`config.mk`:
```
export PLATFORM = sky130hd
export DESIGN_NAME = cot_buck_pulse_and_fault_ctrl
export DESIGN_NICKNAME = d
export VERILOG_FILES = /design/src/rtl/cot_pkg.sv /design/src/rtl/cot_phase.sv /design/src/rtl/cot_buck_pulse_and_fault_ctrl.sv
export SDC_FILE = /design/constraint.sdc
export NUM_CORES = 1
export LEC_CHECK = 0
export BUFFER_PORTS_ARGS = -buffer_cell sky130_fd_sc_hd__buf_2
export CAP_MARGIN = 40
export CORE_MARGIN = 3
export CORE_UTILIZATION = 35
export CTS_CLUSTER_DIAMETER = 200
export DETAILED_ROUTE_END_ITERATION = 16
export PLACE_DENSITY = 0.56
export SYNTH_ARGS = -nofsm -noshare
export SYNTH_HDL_FRONTEND = slang
export SYNTH_HIERARCHICAL = 1
export SYNTH_SLANG_ARGS = --single-unit
```
`constraint.sdc`:
```
create_clock -name clk -period 2.6 [get_ports clk]
set_input_delay 0.52 -clock clk [delete_from_list [all_inputs] [get_ports clk]]
set_output_delay 0.52 -clock clk [all_outputs]
set_load 0.01 [all_outputs]
```
`src/rtl/cot_pkg.sv`:
```
// constants, types and states for the constant-on-time buck pulse and fault control
// assumes a single 20 MHz clock; all pin and comparator inputs are asynchronous
package cot_pkg;

	// ----------------------------------------
	// timing
	// ----------------------------------------
	localparam int unsigned CLK_HZ = 20_000_000;
	localparam int unsigned CLK_NS = 1_000_000_000 / CLK_HZ;
	localparam int unsigned DEGLITCH_US = 20;
	localparam int unsigned DEGLITCH_CYC = (DEGLITCH_US * 1000 + CLK_NS - 1) / CLK_NS;
	localparam int unsigned MIN_OFF_NS = 200;
	localparam int unsigned MIN_OFF_CYC = (MIN_OFF_NS + CLK_NS - 1) / CLK_NS;
	localparam int unsigned TON_INIT_NS = 400;
	localparam int unsigned PERIOD_NS = 2000;
	localparam int unsigned SS_SLEW_UV_PER_US = 5000;
	localparam int unsigned SS_TARGET_UV = 1_065_000;
	localparam int unsigned SS_US = SS_TARGET_UV / SS_SLEW_UV_PER_US;
	localparam int unsigned SS_CYC_DEF = SS_US * 1000 / CLK_NS;

	// ----------------------------------------
	// counter types and typed constants
	// ----------------------------------------
	typedef logic [7:0] cnt_t;
	typedef logic [3:0] fll_t;
	typedef logic [7:0] win_t;
	typedef logic [5:0] trim_t;
	typedef logic [8:0] dg_t;
	typedef logic [12:0] ss_t;
	localparam cnt_t CNT_ZERO = 8'h00;
	localparam cnt_t CNT_ONE = 8'h01;
	localparam cnt_t CNT_MAX = 8'hff;
	localparam cnt_t MIN_OFF_LD = cnt_t'(MIN_OFF_CYC - 1);
	localparam cnt_t TON_INIT = cnt_t'(TON_INIT_NS / CLK_NS);
	localparam cnt_t PERIOD_CNT = cnt_t'(PERIOD_NS / CLK_NS);
	localparam cnt_t TON_MIN = 8'h02;
	localparam cnt_t TON_MAX = 8'h1e;
	localparam fll_t FLL_ONE = 4'h1;
	localparam fll_t FLL_LAST = 4'hf;
	localparam win_t WIN_ONE = 8'h01;
	localparam win_t WIN_LAST = 8'hff;
	localparam win_t WIN_HALF = 8'h80;
	localparam trim_t TRIM_MID = 6'h20;
	localparam trim_t TRIM_MAX = 6'h3f;
	localparam trim_t TRIM_MIN = 6'h00;
	localparam trim_t TRIM_ONE = 6'h01;
	localparam dg_t DG_DONE = dg_t'(DEGLITCH_CYC);
	localparam dg_t DG_ONE = 9'h001;
	localparam ss_t SS_ONE = 13'h0001;

	// ----------------------------------------
	// rails and synchroniser layout
	// ----------------------------------------
	localparam int unsigned N_BUCK = 2;
	localparam int unsigned N_RAIL = 4;
	localparam int unsigned N_UV = 4;
	localparam int unsigned N_OV = 3;
	localparam int unsigned N_MON = N_UV + N_OV;
	localparam int unsigned RAIL_VDD1 = 0;
	localparam int unsigned RAIL_VDD2H = 1;
	localparam int unsigned RAIL_VDD2L = 2;
	localparam int unsigned RAIL_VDDQ = 3;
	localparam int unsigned OV_RAIL_OFS = 1;
	localparam int unsigned TRIM_W = 6;
	localparam int unsigned SY_EN = 0;
	localparam int unsigned SY_ENQ = 1;
	localparam int unsigned SY_VSEL = 2;
	localparam int unsigned SY_FB = 3;
	localparam int unsigned SY_VO = 5;
	localparam int unsigned SY_ZC = 7;
	localparam int unsigned SY_UV = 9;
	localparam int unsigned SY_OV = 13;
	localparam int unsigned SY_W = 16;

	// ----------------------------------------
	// switching phase states
	// ----------------------------------------
	typedef enum logic [1:0]
	{
		PH_IDLE = 2'b00,
		PH_ON = 2'b01,
		PH_MINOFF = 2'b10,
		PH_WAIT = 2'b11
	} phase_e;

endpackage

```
`src/rtl/cot_phase.sv`:
```
// one buck rail: on-time pulse sequencer, frequency lock and reference trim
// assumes comparator inputs already synchronised to clk
`timescale 1ns/1ps
module cot_phase
(
	// clock and reset
	input wire logic clk,
	input wire logic srst,
	// rail run enable
	input wire logic run,
	// synchronised comparators
	input wire logic fb_below,
	input wire logic valley_over,
	input wire logic zero_cross,
	// switch drive
	output logic hs_on,
	output logic ls_on,
	// reference trim code
	output cot_pkg::trim_t ref_trim
);
	import cot_pkg::*;

	phase_e st_q;
	cnt_t tmr_q, ton_q, per_q;
	fll_t fll_q;
	win_t win_q, acc_q;
	trim_t trim_q;
	logic hs_q, ls_q, dcm_q;

	// ----------------------------------------
	// decode
	// ----------------------------------------
	wire stop = srst | ~run;
	wire tmr_done = tmr_q == CNT_ZERO;
	wire in_wait = st_q == PH_WAIT;
	wire fire = in_wait & fb_below & ~valley_over & ~stop;
	wire ls_cut = ls_q & zero_cross & ((st_q == PH_MINOFF) | (in_wait & ~fire & ~valley_over));
	wire fll_step = fire & ~dcm_q & (fll_q == FLL_LAST);
	wire ton_dn = fll_step & (per_q > PERIOD_CNT) & (ton_q > TON_MIN);
	wire ton_up = fll_step & (per_q < PERIOD_CNT) & (ton_q < TON_MAX);
	wire win_end = win_q == WIN_LAST;
	wire trim_up = win_end & (acc_q > WIN_HALF) & (trim_q != TRIM_MAX);
	wire trim_dn = win_end & (acc_q < WIN_HALF) & (trim_q != TRIM_MIN);
	wire cnt_t per_inc = (per_q != CNT_MAX) ? CNT_ONE : CNT_ZERO;

	assign hs_on = hs_q;
	assign ls_on = ls_q;
	assign ref_trim = trim_q;

	// ----------------------------------------
	// pulse sequencer
	// ----------------------------------------
	always_ff @(posedge clk)
	begin
		if (stop)
		begin
			st_q <= PH_IDLE;
			hs_q <= 1'b0;
			ls_q <= 1'b0;
			tmr_q <= CNT_ZERO;
		end
		else
		begin
			unique case (st_q)
				PH_IDLE: st_q <= PH_WAIT;
				PH_ON:
				begin
					tmr_q <= tmr_q - CNT_ONE;
					if (tmr_done)
					begin
						hs_q <= 1'b0;
						ls_q <= 1'b1;
						tmr_q <= MIN_OFF_LD;
						st_q <= PH_MINOFF;
					end
				end
				PH_MINOFF:
				begin
					tmr_q <= tmr_q - CNT_ONE;
					if (ls_cut)
						ls_q <= 1'b0;
					if (tmr_done)
						st_q <= PH_WAIT;
				end
				PH_WAIT:
				begin
					if (fire)
					begin
						hs_q <= 1'b1;
						ls_q <= 1'b0;
						tmr_q <= ton_q - CNT_ONE;
						st_q <= PH_ON;
					end
					else if (ls_cut)
						ls_q <= 1'b0;
				end
			endcase
		end
	end

	// ----------------------------------------
	// frequency lock: slow on-time trim in ccm
	// ----------------------------------------
	always_ff @(posedge clk)
	begin
		if (stop)
		begin
			ton_q <= TON_INIT;
			per_q <= CNT_ZERO;
			fll_q <= '0;
			dcm_q <= 1'b0;
		end
		else
		begin
			per_q <= fire ? CNT_ZERO : per_q + per_inc;
			dcm_q <= fire ? 1'b0 : (dcm_q | ls_cut);
			if (fire & ~dcm_q)
				fll_q <= fll_q + FLL_ONE;
			if (ton_dn)
				ton_q <= ton_q - CNT_ONE;
			else if (ton_up)
				ton_q <= ton_q + CNT_ONE;
		end
	end

	// ----------------------------------------
	// average feedback loop: reference trim
	// ----------------------------------------
	always_ff @(posedge clk)
	begin
		if (stop)
		begin
			win_q <= '0;
			acc_q <= '0;
			trim_q <= TRIM_MID;
		end
		else
		begin
			win_q <= win_q + WIN_ONE;
			acc_q <= win_end ? win_t'(fb_below) : acc_q + win_t'(fb_below);
			if (trim_up)
				trim_q <= trim_q + TRIM_ONE;
			else if (trim_dn)
				trim_q <= trim_q - TRIM_ONE;
		end
	end

	// ----------------------------------------
	// checks
	// ----------------------------------------
	a_no_overlap: assert property (@(posedge clk) disable iff (srst) !(hs_q && ls_q))
		else $error("high and low side on together");
	a_on_to_low: assert property (@(posedge clk) disable iff (srst) $fell(hs_q) && run |-> ls_q)
		else $error("low side not on after on-time");
	a_fire_cause: assert property (@(posedge clk) disable iff (srst)
		$rose(hs_q) |-> $past(in_wait && fb_below && !valley_over))
		else $error("pulse fired without conditions");
	a_valley_hold: assert property (@(posedge clk) disable iff (srst)
		in_wait && valley_over && ls_q && !stop |=> ls_q && !hs_q)
		else $error("low side released during valley limit");
	a_zero_cut: assert property (@(posedge clk) disable iff (srst) ls_cut && !stop |=> !ls_q)
		else $error("low side kept on after reversal");
	a_ton_range: assert property (@(posedge clk) disable iff (srst)
		ton_q >= TON_MIN && ton_q <= TON_MAX)
		else $error("on-time out of range");
	c_fire: cover property (@(posedge clk) disable iff (srst) fire);
	c_dcm: cover property (@(posedge clk) disable iff (srst) ls_cut);

endmodule

```
`src/rtl/cot_buck_pulse_and_fault_ctrl.sv`:
```
// top: input sync, rail enables, fault deglitch and latch, two buck phases
// assumes analog comparators and switch drivers outside, enable pins asynchronous
`timescale 1ns/1ps
module cot_buck_pulse_and_fault_ctrl
#(
	parameter int unsigned SS_CYCLES = cot_pkg::SS_CYC_DEF
)
(
	// clock and reset
	input wire logic clk,
	input wire logic srst,
	// control pins
	input wire logic en_pin,
	input wire logic en_q_pin,
	input wire logic vsel_pin,
	// buck comparators, index 0 is vdd2h, 1 is vddq
	input wire logic [cot_pkg::N_BUCK-1:0] fb_below,
	input wire logic [cot_pkg::N_BUCK-1:0] valley_over,
	input wire logic [cot_pkg::N_BUCK-1:0] zero_cross,
	// rail monitors
	input wire logic [cot_pkg::N_UV-1:0] uv_cmp,
	input wire logic [cot_pkg::N_OV-1:0] ov_cmp,
	// switch drive
	output logic [cot_pkg::N_BUCK-1:0] hs_on,
	output logic [cot_pkg::N_BUCK-1:0] ls_on,
	output logic [cot_pkg::N_BUCK*cot_pkg::TRIM_W-1:0] ref_trim,
	// rail control
	output logic [cot_pkg::N_RAIL-1:0] rail_en,
	output logic [cot_pkg::N_RAIL-1:0] discharge_en,
	output logic ss_busy,
	output logic vddq_hi_sel,
	// fault status
	output logic uv_fault,
	output logic ov_fault
);
	import cot_pkg::*;

	localparam ss_t SS_DONE = ss_t'(SS_CYCLES);

	logic [SY_W-1:0] meta_q, sync_q;
	logic [N_RAIL-1:0] rail_en_q, dis_q;
	logic [N_BUCK-1:0] run_q;
	logic uv_q, ov_q, rearm_q, ss_busy_q, vsel_q;
	ss_t ss_q;
	dg_t dg_q [N_MON];
	logic [N_MON-1:0] trip_w, gate_w;
	logic [N_RAIL-1:0] rail_on_w;

	// ----------------------------------------
	// input synchroniser
	// ----------------------------------------
	wire [SY_W-1:0] async_w = {ov_cmp, uv_cmp, zero_cross, valley_over, fb_below,
		vsel_pin, en_q_pin, en_pin};

	always_ff @(posedge clk)
	begin
		if (srst)
		begin
			meta_q <= '0;
			sync_q <= '0;
		end
		else
		begin
			meta_q <= async_w;
			sync_q <= meta_q;
		end
	end

	wire en_s = sync_q[SY_EN];
	wire enq_s = sync_q[SY_ENQ];
	wire [N_BUCK-1:0] fb_s = sync_q[SY_FB +: N_BUCK];
	wire [N_BUCK-1:0] vo_s = sync_q[SY_VO +: N_BUCK];
	wire [N_BUCK-1:0] zc_s = sync_q[SY_ZC +: N_BUCK];
	wire [N_MON-1:0] mon_s = {sync_q[SY_OV +: N_OV], sync_q[SY_UV +: N_UV]};

	// ----------------------------------------
	// fault deglitch, one counter per monitor
	// ----------------------------------------
	genvar g;
	generate
		for (g = 0; g < N_MON; g++)
		begin : mon
			if (g < N_UV)
			begin : uvg
				assign gate_w[g] = rail_en_q[g] & ~ss_busy_q;
			end
			else
			begin : ovg
				assign gate_w[g] = rail_en_q[g - N_UV + OV_RAIL_OFS];
			end
			assign trip_w[g] = dg_q[g] == DG_DONE;
			always_ff @(posedge clk)
			begin
				if (srst | ~(mon_s[g] & gate_w[g]))
					dg_q[g] <= '0;
				else if (!trip_w[g])
					dg_q[g] <= dg_q[g] + DG_ONE;
			end
		end
	endgenerate

	wire uv_trip = |trip_w[N_UV-1:0];
	wire ov_trip = |trip_w[N_MON-1:N_UV];
	wire fault = uv_q | ov_q;
	wire relatch_clr = rearm_q & en_s;

	// ----------------------------------------
	// fault latch and re-toggle detect
	// ----------------------------------------
	always_ff @(posedge clk)
	begin
		if (srst)
		begin
			uv_q <= 1'b0;
			ov_q <= 1'b0;
			rearm_q <= 1'b0;
		end
		else
		begin
			uv_q <= uv_trip | (uv_q & ~relatch_clr);
			ov_q <= ov_trip | (ov_q & ~relatch_clr);
			rearm_q <= fault & ~relatch_clr & (rearm_q | ~en_s);
		end
	end

	// ----------------------------------------
	// rail enables, discharge and soft-start
	// ----------------------------------------
	generate
		for (g = 0; g < N_RAIL; g++)
		begin : rail
			if (g == RAIL_VDDQ)
			begin : q
				assign rail_on_w[g] = en_s & enq_s & ~fault;
			end
			else
			begin : m
				assign rail_on_w[g] = en_s & ~fault;
			end
		end
	endgenerate

	wire main_on = en_s & ~fault;
	wire ss_run = main_on & (ss_q != SS_DONE);

	always_ff @(posedge clk)
	begin
		if (srst)
		begin
			rail_en_q <= '0;
			dis_q <= '1;
			run_q <= '0;
			ss_q <= '0;
			ss_busy_q <= 1'b0;
			vsel_q <= 1'b0;
		end
		else
		begin
			rail_en_q <= rail_on_w;
			dis_q <= ~rail_on_w;
			run_q <= {rail_on_w[RAIL_VDDQ], rail_on_w[RAIL_VDD2H]};
			ss_q <= !main_on ? '0 : (ss_run ? ss_q + SS_ONE : ss_q);
			ss_busy_q <= ss_run;
			vsel_q <= sync_q[SY_VSEL];
		end
	end

	assign rail_en = rail_en_q;
	assign discharge_en = dis_q;
	assign ss_busy = ss_busy_q;
	assign vddq_hi_sel = vsel_q;
	assign uv_fault = uv_q;
	assign ov_fault = ov_q;

	// ----------------------------------------
	// buck phases
	// ----------------------------------------
	generate
		for (g = 0; g < N_BUCK; g++)
		begin : buck
			cot_phase u_phase
			(
				.clk(clk),
				.srst(srst),
				.run(run_q[g]),
				.fb_below(fb_s[g]),
				.valley_over(vo_s[g]),
				.zero_cross(zc_s[g]),
				.hs_on(hs_on[g]),
				.ls_on(ls_on[g]),
				.ref_trim(ref_trim[g*TRIM_W +: TRIM_W])
			);
		end
	endgenerate

	// ----------------------------------------
	// checks
	// ----------------------------------------
	a_uv_shutdown: assert property (@(posedge clk) disable iff (srst)
		uv_trip |=> uv_fault ##1 (rail_en == '0 && discharge_en == '1))
		else $error("undervoltage did not shut rails");
	a_ov_shutdown: assert property (@(posedge clk) disable iff (srst)
		ov_trip |=> ov_fault ##1 (rail_en == '0 && discharge_en == '1) ##1 (hs_on == '0 && ls_on == '0))
		else $error("overvoltage did not stop switching");
	a_uv_latched: assert property (@(posedge clk) disable iff (srst)
		uv_q && !rearm_q |=> uv_q)
		else $error("undervoltage latch dropped without re-toggle");
	a_en_low_off: assert property (@(posedge clk) disable iff (srst)
		!en_s |=> rail_en == '0 && run_q == '0)
		else $error("rail on while enable low");
	a_retoggle_clear: assert property (@(posedge clk) disable iff (srst)
		fault && rearm_q && en_s && !uv_trip && !ov_trip |=> !uv_fault && !ov_fault)
		else $error("fault not cleared by re-toggle");
	a_ss_restart: assert property (@(posedge clk) disable iff (srst)
		$rose(rail_en[RAIL_VDD1]) |-> ss_busy)
		else $error("rail restarted without soft-start");
	a_trip_time: assert property (@(posedge clk) disable iff (srst)
		$rose(trip_w[0]) |-> $past(mon_s[0] && gate_w[0], 300))
		else $error("trip before deglitch time");
	c_uv: cover property (@(posedge clk) disable iff (srst) $rose(uv_fault));
	c_ov: cover property (@(posedge clk) disable iff (srst) $rose(ov_fault));
	c_rearm: cover property (@(posedge clk) disable iff (srst) fault ##1 !fault);

endmodule

```
======== After elaboration in Yosys (flattened, before gate mapping) ========
Memory sizes are Yosys's and may differ from the RTL's.
Cells that the tools add are included.
word-level totals
  register bits after elaboration ......... 170
  memories kept ........................... 1
  bits in writable memories ............... 63
  input bits .............................. 18
memory list
  name  depth  width  read ports  clocked after Yosys merged registers in  wr ports  line                                 RTL
  dg_q  7      9      7           0                                        7         cot_buck_pulse_and_fault_ctrl.sv:45  dg_t dg_q [N_MON];
operators by class
  reduce and logical (&&, ||, !) cells .... 29
  muxes and demuxes ....................... 82
  $lt $le $gt $ge ......................... 12
  bitwise operators ....................... 101
  add/subtract/negate cells ............... 26
  eq/ne operators ......................... 28
operators by type and width
  operator             number
  $mux 8               8
  $add 9x1->9 const B  7
  $eq 9x9->1 const B   7
  $mux 9               7
  $and 1x1->1          54
  $mux 1               49
  $pmux 8 s3           2
  $add 8x1->8 const B  4
  $sub 8x1->8 const B  4
  $mux 6               4
  $or 1x1->1           24
  $not 1->1            22
  $add 8x1->8          2
  $add 8x8->8          2
  $eq 8x8->1 const B   2
  $gt 8x2->1 const B   2
  $gt 8x6->1 const B   2
  $gt 8x8->1 const B   2
  $logic_not 8->1      2
  $lt 8x5->1 const B   2
  $lt 8x6->1 const B   2
  $lt 8x8->1 const B   2
  $ne 8x8->1 const B   2
  $pmux 2 s4           2
  24 further kinds     62

======== Logic depth before layout (Yosys ltp) ========
  depth in word-level cells ............... 12
  gate-level depth with buffers ........... 10

======== Modules after synthesis ========
Netlist, hierarchy kept.
by module, submodules not included
  module                         times used  area an instance (sq um)  cells an instance
  cot_buck_pulse_and_fault_ctrl  1           5,190.0                   480
  cot_phase (buck[1].u_phase)    1           3,000.4                   357
  cot_phase (buck[0].u_phase)    1           2,891.5                   342

======== Least setup slack after synthesis ========
No wires, ideal clock.
  kind .................................... reg-to-reg
  start point ............................. register buck[0].u_phase.win_q[0]
  end point ............................... register buck[0].u_phase.trim_q[5]
  stages on the path, launching flop included .. 11
  path buffers ............................ 0
  path slack .............................. -147 ps
  data arrival time ....................... 2,620 ps
  cells stage by stage .................... dfxtp_1 ha_1 nand3_1 or4b_2 ha_1 a211oi_1 o21bai_1 a21oi_1 mux2i_1 and3_1 o21ai_2
on the way
  cells in the longest elaborated chain, start to end .. 4
ends and longest elaborated chain
  element                                              line                              RTL
  from (decl)                                          cot_phase.sv:26                   win_t win_q, acc_q;
  from (signal assigned)                               cot_phase.sv:139                  win_q <= win_q + WIN_ONE;
  $eq 8x8->1 (*)                                       cot_phase.sv:41                   wire win_end = win_q == WIN_LAST;
  $and 1x1->1, on equally long branches (2 in series)  cot_phase.sv:42, cot_phase.sv:43
  $mux 6 / $reduce_bool 2->1 (equally long branches)   n/a
  to (signal assigned)                                 cot_phase.sv:142                  trim_q <= trim_q + TRIM_ONE;
  to (signal assigned)                                 cot_phase.sv:144                  trim_q <= trim_q - TRIM_ONE;
  to (decl)                                            cot_phase.sv:27                   trim_t trim_q;
Mark *: on every way between the ends. The rest lies on a longest branch, timed or not.
A chain may end at the register's enable or synchronous reset.

======== Worst setup path after layout ========
  start point ............................. register buck[0].u_phase.acc_q[3]
  end point ............................... register buck[0].u_phase.trim_q[5]
on the way
  cells in the longest elaborated chain, start to end .. 4
ends and longest elaborated chain
  element                                              line                              RTL
  from (decl)                                          cot_phase.sv:26
  from (signal assigned)                               cot_phase.sv:140                  acc_q <= win_end ? win_t'(fb_below) : acc_q + win_t'(fb_below);
  $gt 8x8->1 / $lt 8x8->1 (equally long branches)      cot_phase.sv:42, cot_phase.sv:43
  $and 1x1->1, on equally long branches (2 in series)  cot_phase.sv:42, cot_phase.sv:43
  $mux 6 / $reduce_bool 2->1 (equally long branches)   n/a
Parallel ways exist; a longest one is shown, timed or not.

==> impl_metrics.ini <==
[outcome]
status = finished clean

[timing]
hold_viol = 0
min_period_ns = 2.555
fin_crit_sh_pct = 98.26
maxSlewHeadroom_pct = 49.89
fin_ws_ns = 0.04524
max_freq_mhz = 391.4
rsz0062_at_grt = true
whs_ns = 0.1992
worst_pin_slew_ns = 0.7467
finalSetupTns_ns = 0
slew_viol_final = 0
fin_worst_skew_ns = 0.01941
setup_violations = 0

[floorplanning]
die_height_um = 183.9
die_area_um2 = 33830
design.core.area_um2 = 30910
initial_core_util_pct = 35.85
die_w_um = 183.9
rows = 64
io-pin-count = 46

[power]
power_leakage_nw = 4.701
finalPower_mw = 7.323
irDropWorstVdd_mv = 0.3911
power_density_nw_per_um2 = 564.9

[min_path]
worstHoldPathType = input port to flip-flop

[logic_synthesis]
synth_edf_count = 63
syn_inst = 1179
synth_most_common_cell = nor2_1
synth_top_area_share_pct = 29.63
synth-async-reset-ratio_pct = 0
ys_types = 79
yosysTopAreaCell = dfxtp_1
ys_top_cells_by_count = nor2_1, dfxtp_1, nand3_1
ys_top_cells_by_area = dfxtp_1, edfxtp_1, nor2_1
synth.avg_cell_area_um2 = 9.399
synth.cell_area_um2 = 11080
ys_seq_area_share_pct = 46.70
ys.flop_type = dfxtp_1
syn_nets = 1243
yosys_warnings = 6
ys_ff_latch = 227

[worst_setup_path]
cp.arrival_ns = 2.96
max_stage_delay_ns = 0.54
crit_path_start_kind = flip-flop
endpoint_kind = flip-flop
cpMostUsedCell = o21ai_2
critPathRequiredTime_ns = 3.00
path_cells = or4_4 > o41ai_4 > or4b_4 > ha_1 > o21ai_2 > o21bai_1 > a21oi_1 > mux2i_1 > and3_1 > o21ai_2
worst_path_max_delay_cell = or4_4
ff2ff_setup_slack_ns = 0.05
crit_fanout = 4
crit_type = flip-flop to flip-flop

[cells_and_area]
drive_gt1_share_pct = 13.21
n_antenna_cell = 0
fillers = 3063
multi_input_area_um2 = 5615
fin_util_pct = 41.94
fin_area_um2 = 12960
finalNonFillerCells = 1683
ff_latch_area_um2 = 5176
synthToLayoutAreaGrowth_pct = 16.98
nNetsFinal = 1332

[place]
hpwl_um = 15730
io_buffers = 45
post-place-cells = 1636
place_area_um2 = 12040
place_congestion = 0.8176
pre_cts_slack_ns = -0.1250

[clock_network]
clock_latency_ns = 0.53
cts_root_buf = clkbuf_16
clockBufferDepth = 3
post_cts.repair.setup_buffers = 0
ctsHoldBuffers = 0
cts_max_level = 1
cts_tree = yes
numCtsBuffers = 26
path_clk_slew_ns = 0.06
clock-sinks = 227

[detailed_routing]
drc = 0
wl_per_cell_um = 13.06
viasPerCell = 5.007
ant_nets = 0
vias = 8426
routed_wl_um = 21980
first_pass_iters = 4
drt_iter0_markers = 470

[grt]
grt_first_pass_wirelength_um = 38040
grt_pass1_vias = 8073
grt_max_degree = 23
globalRouteOverflowTotal = 0
antenna_found_initial = 1
grtUsageTotal_pct = 13.01

[flow_run]
cap_violations = 0
[cells in the final DEF (no fill, tap or decap), drive strengths merged, types with 6 or more instances in the layout]
master and count:
o21ai 59, nor2 166, and3 20, a211oi 8, inv 55, nand4 29, xor2 71, mux2i 9
buf 96, nand2 57, nand2b 7, a21o 7, nor2b 42, nor3 21, or2 10, clkbuf 38
nand3 74, clkinv 6, a21oi 56, or3 17, edfxtp 63, and4 10, and2 9, ha 44
xnor2 45, nor4 13, dfxtp 164
[path summary, 6_finish.rpt]
path	depth (start not counted)	start	end
max	10	buck[0].u_phase/acc_q[3]$_SDFF_PP0_	buck[0].u_phase/ref_trim[5]$_SDFFE_PP1P_
min	2	fb_below[1]	meta_q[4]$_SDFF_PP0_
max reg2reg	10	buck[0].u_phase/acc_q[3]$_SDFF_PP0_	buck[0].u_phase/ref_trim[5]$_SDFFE_PP1P_
min reg2reg	1	sync_q[1]$_SDFF_PP0_	discharge_en[3]$_SDFF_PP1_
[worst max-delay path, delay by kind of cell (launching register included)]
family	cells	cell delay, ns
muxes	1	0.23
AOI/OAI and AO/OA	5	0.67
DFF	1	0.31
and+or+nand+nor	3	0.96
adders and majority gates	1	0.25
[power by group]
part | switching (mW) | internal, mW
Sequential | 0.0131 | 3.64
Combinational | 0.0487 | 0.0417
Clock | 1.43 | 2.15
[layout make-up]
type | instances | area share (%)
inverters | 53 | 1.535
flip-flops and latches | 227 | 39.93
multi-input cells | 864 | 43.32
clock inverters | 9 | 0.6660
repair buffers | 96 | 4.816
clock buffers | 38 | 5.916
well taps | 396 | 3.822
[state kept, by name, summed over array words and instances, names as in the netlist]
| register | flops |
|---|---|
| ss_q | 13 |
| buck.u_phase/win_q | 16 |
| buck.u_phase/fll_q | 8 |
| buck.u_phase/ref_trim | 12 |
| buck.u_phase/ls_on | 2 |
| buck.u_phase/ton_q | 16 |
| buck.u_phase/hs_on | 2 |
| buck.u_phase/dcm_q | 2 |
| buck.u_phase/per_q | 16 |
| ov_fault | 1 |
| buck.u_phase/st_q | 4 |
| buck.u_phase/acc_q | 16 |
| meta_q | 16 |
| buck.u_phase/tmr_q | 16 |
| vddq_hi_sel | 1 |
| rearm_q | 1 |
| discharge_en | 2 |
| ss_busy | 1 |
| dg_q | 63 |
| uv_fault | 1 |
| sync_q | 16 |
| rail_en | 2 |
[routing by layer]
metal | track usage, % | up-vias | part of all wire (%)
met5 | 0 | - | 0.059
met4 | 3.205 | 2 | 1.9
met3 | 2.355 | 31 | 4.4
met2 | 19.91 | 130 | 42
met1 | 19.02 | 3900 | 52
li1 | - | 4363 | -
[timing repair]
action	CTS	global route
setup endpoints to repair	1	3
resized for setup	8	5
pin swaps	7	2
[kinds of logic (layout without fill, tap and decap cells)]
group                      Yosys count  count (layout)  share of synthesized area (%)
and+or+nand+nor                    506             506                          23.91
DFF                                227             227                          46.70
AOI/OAI and AO/OA                  187             187                          10.78
xor gates and xnor gates           116             116                          9.168
buffers and inverters               88             196                          3.297
adders and majority gates           46              46                          5.329
muxes                                9               9                         0.8129
(Power assumes the default switching activity.)
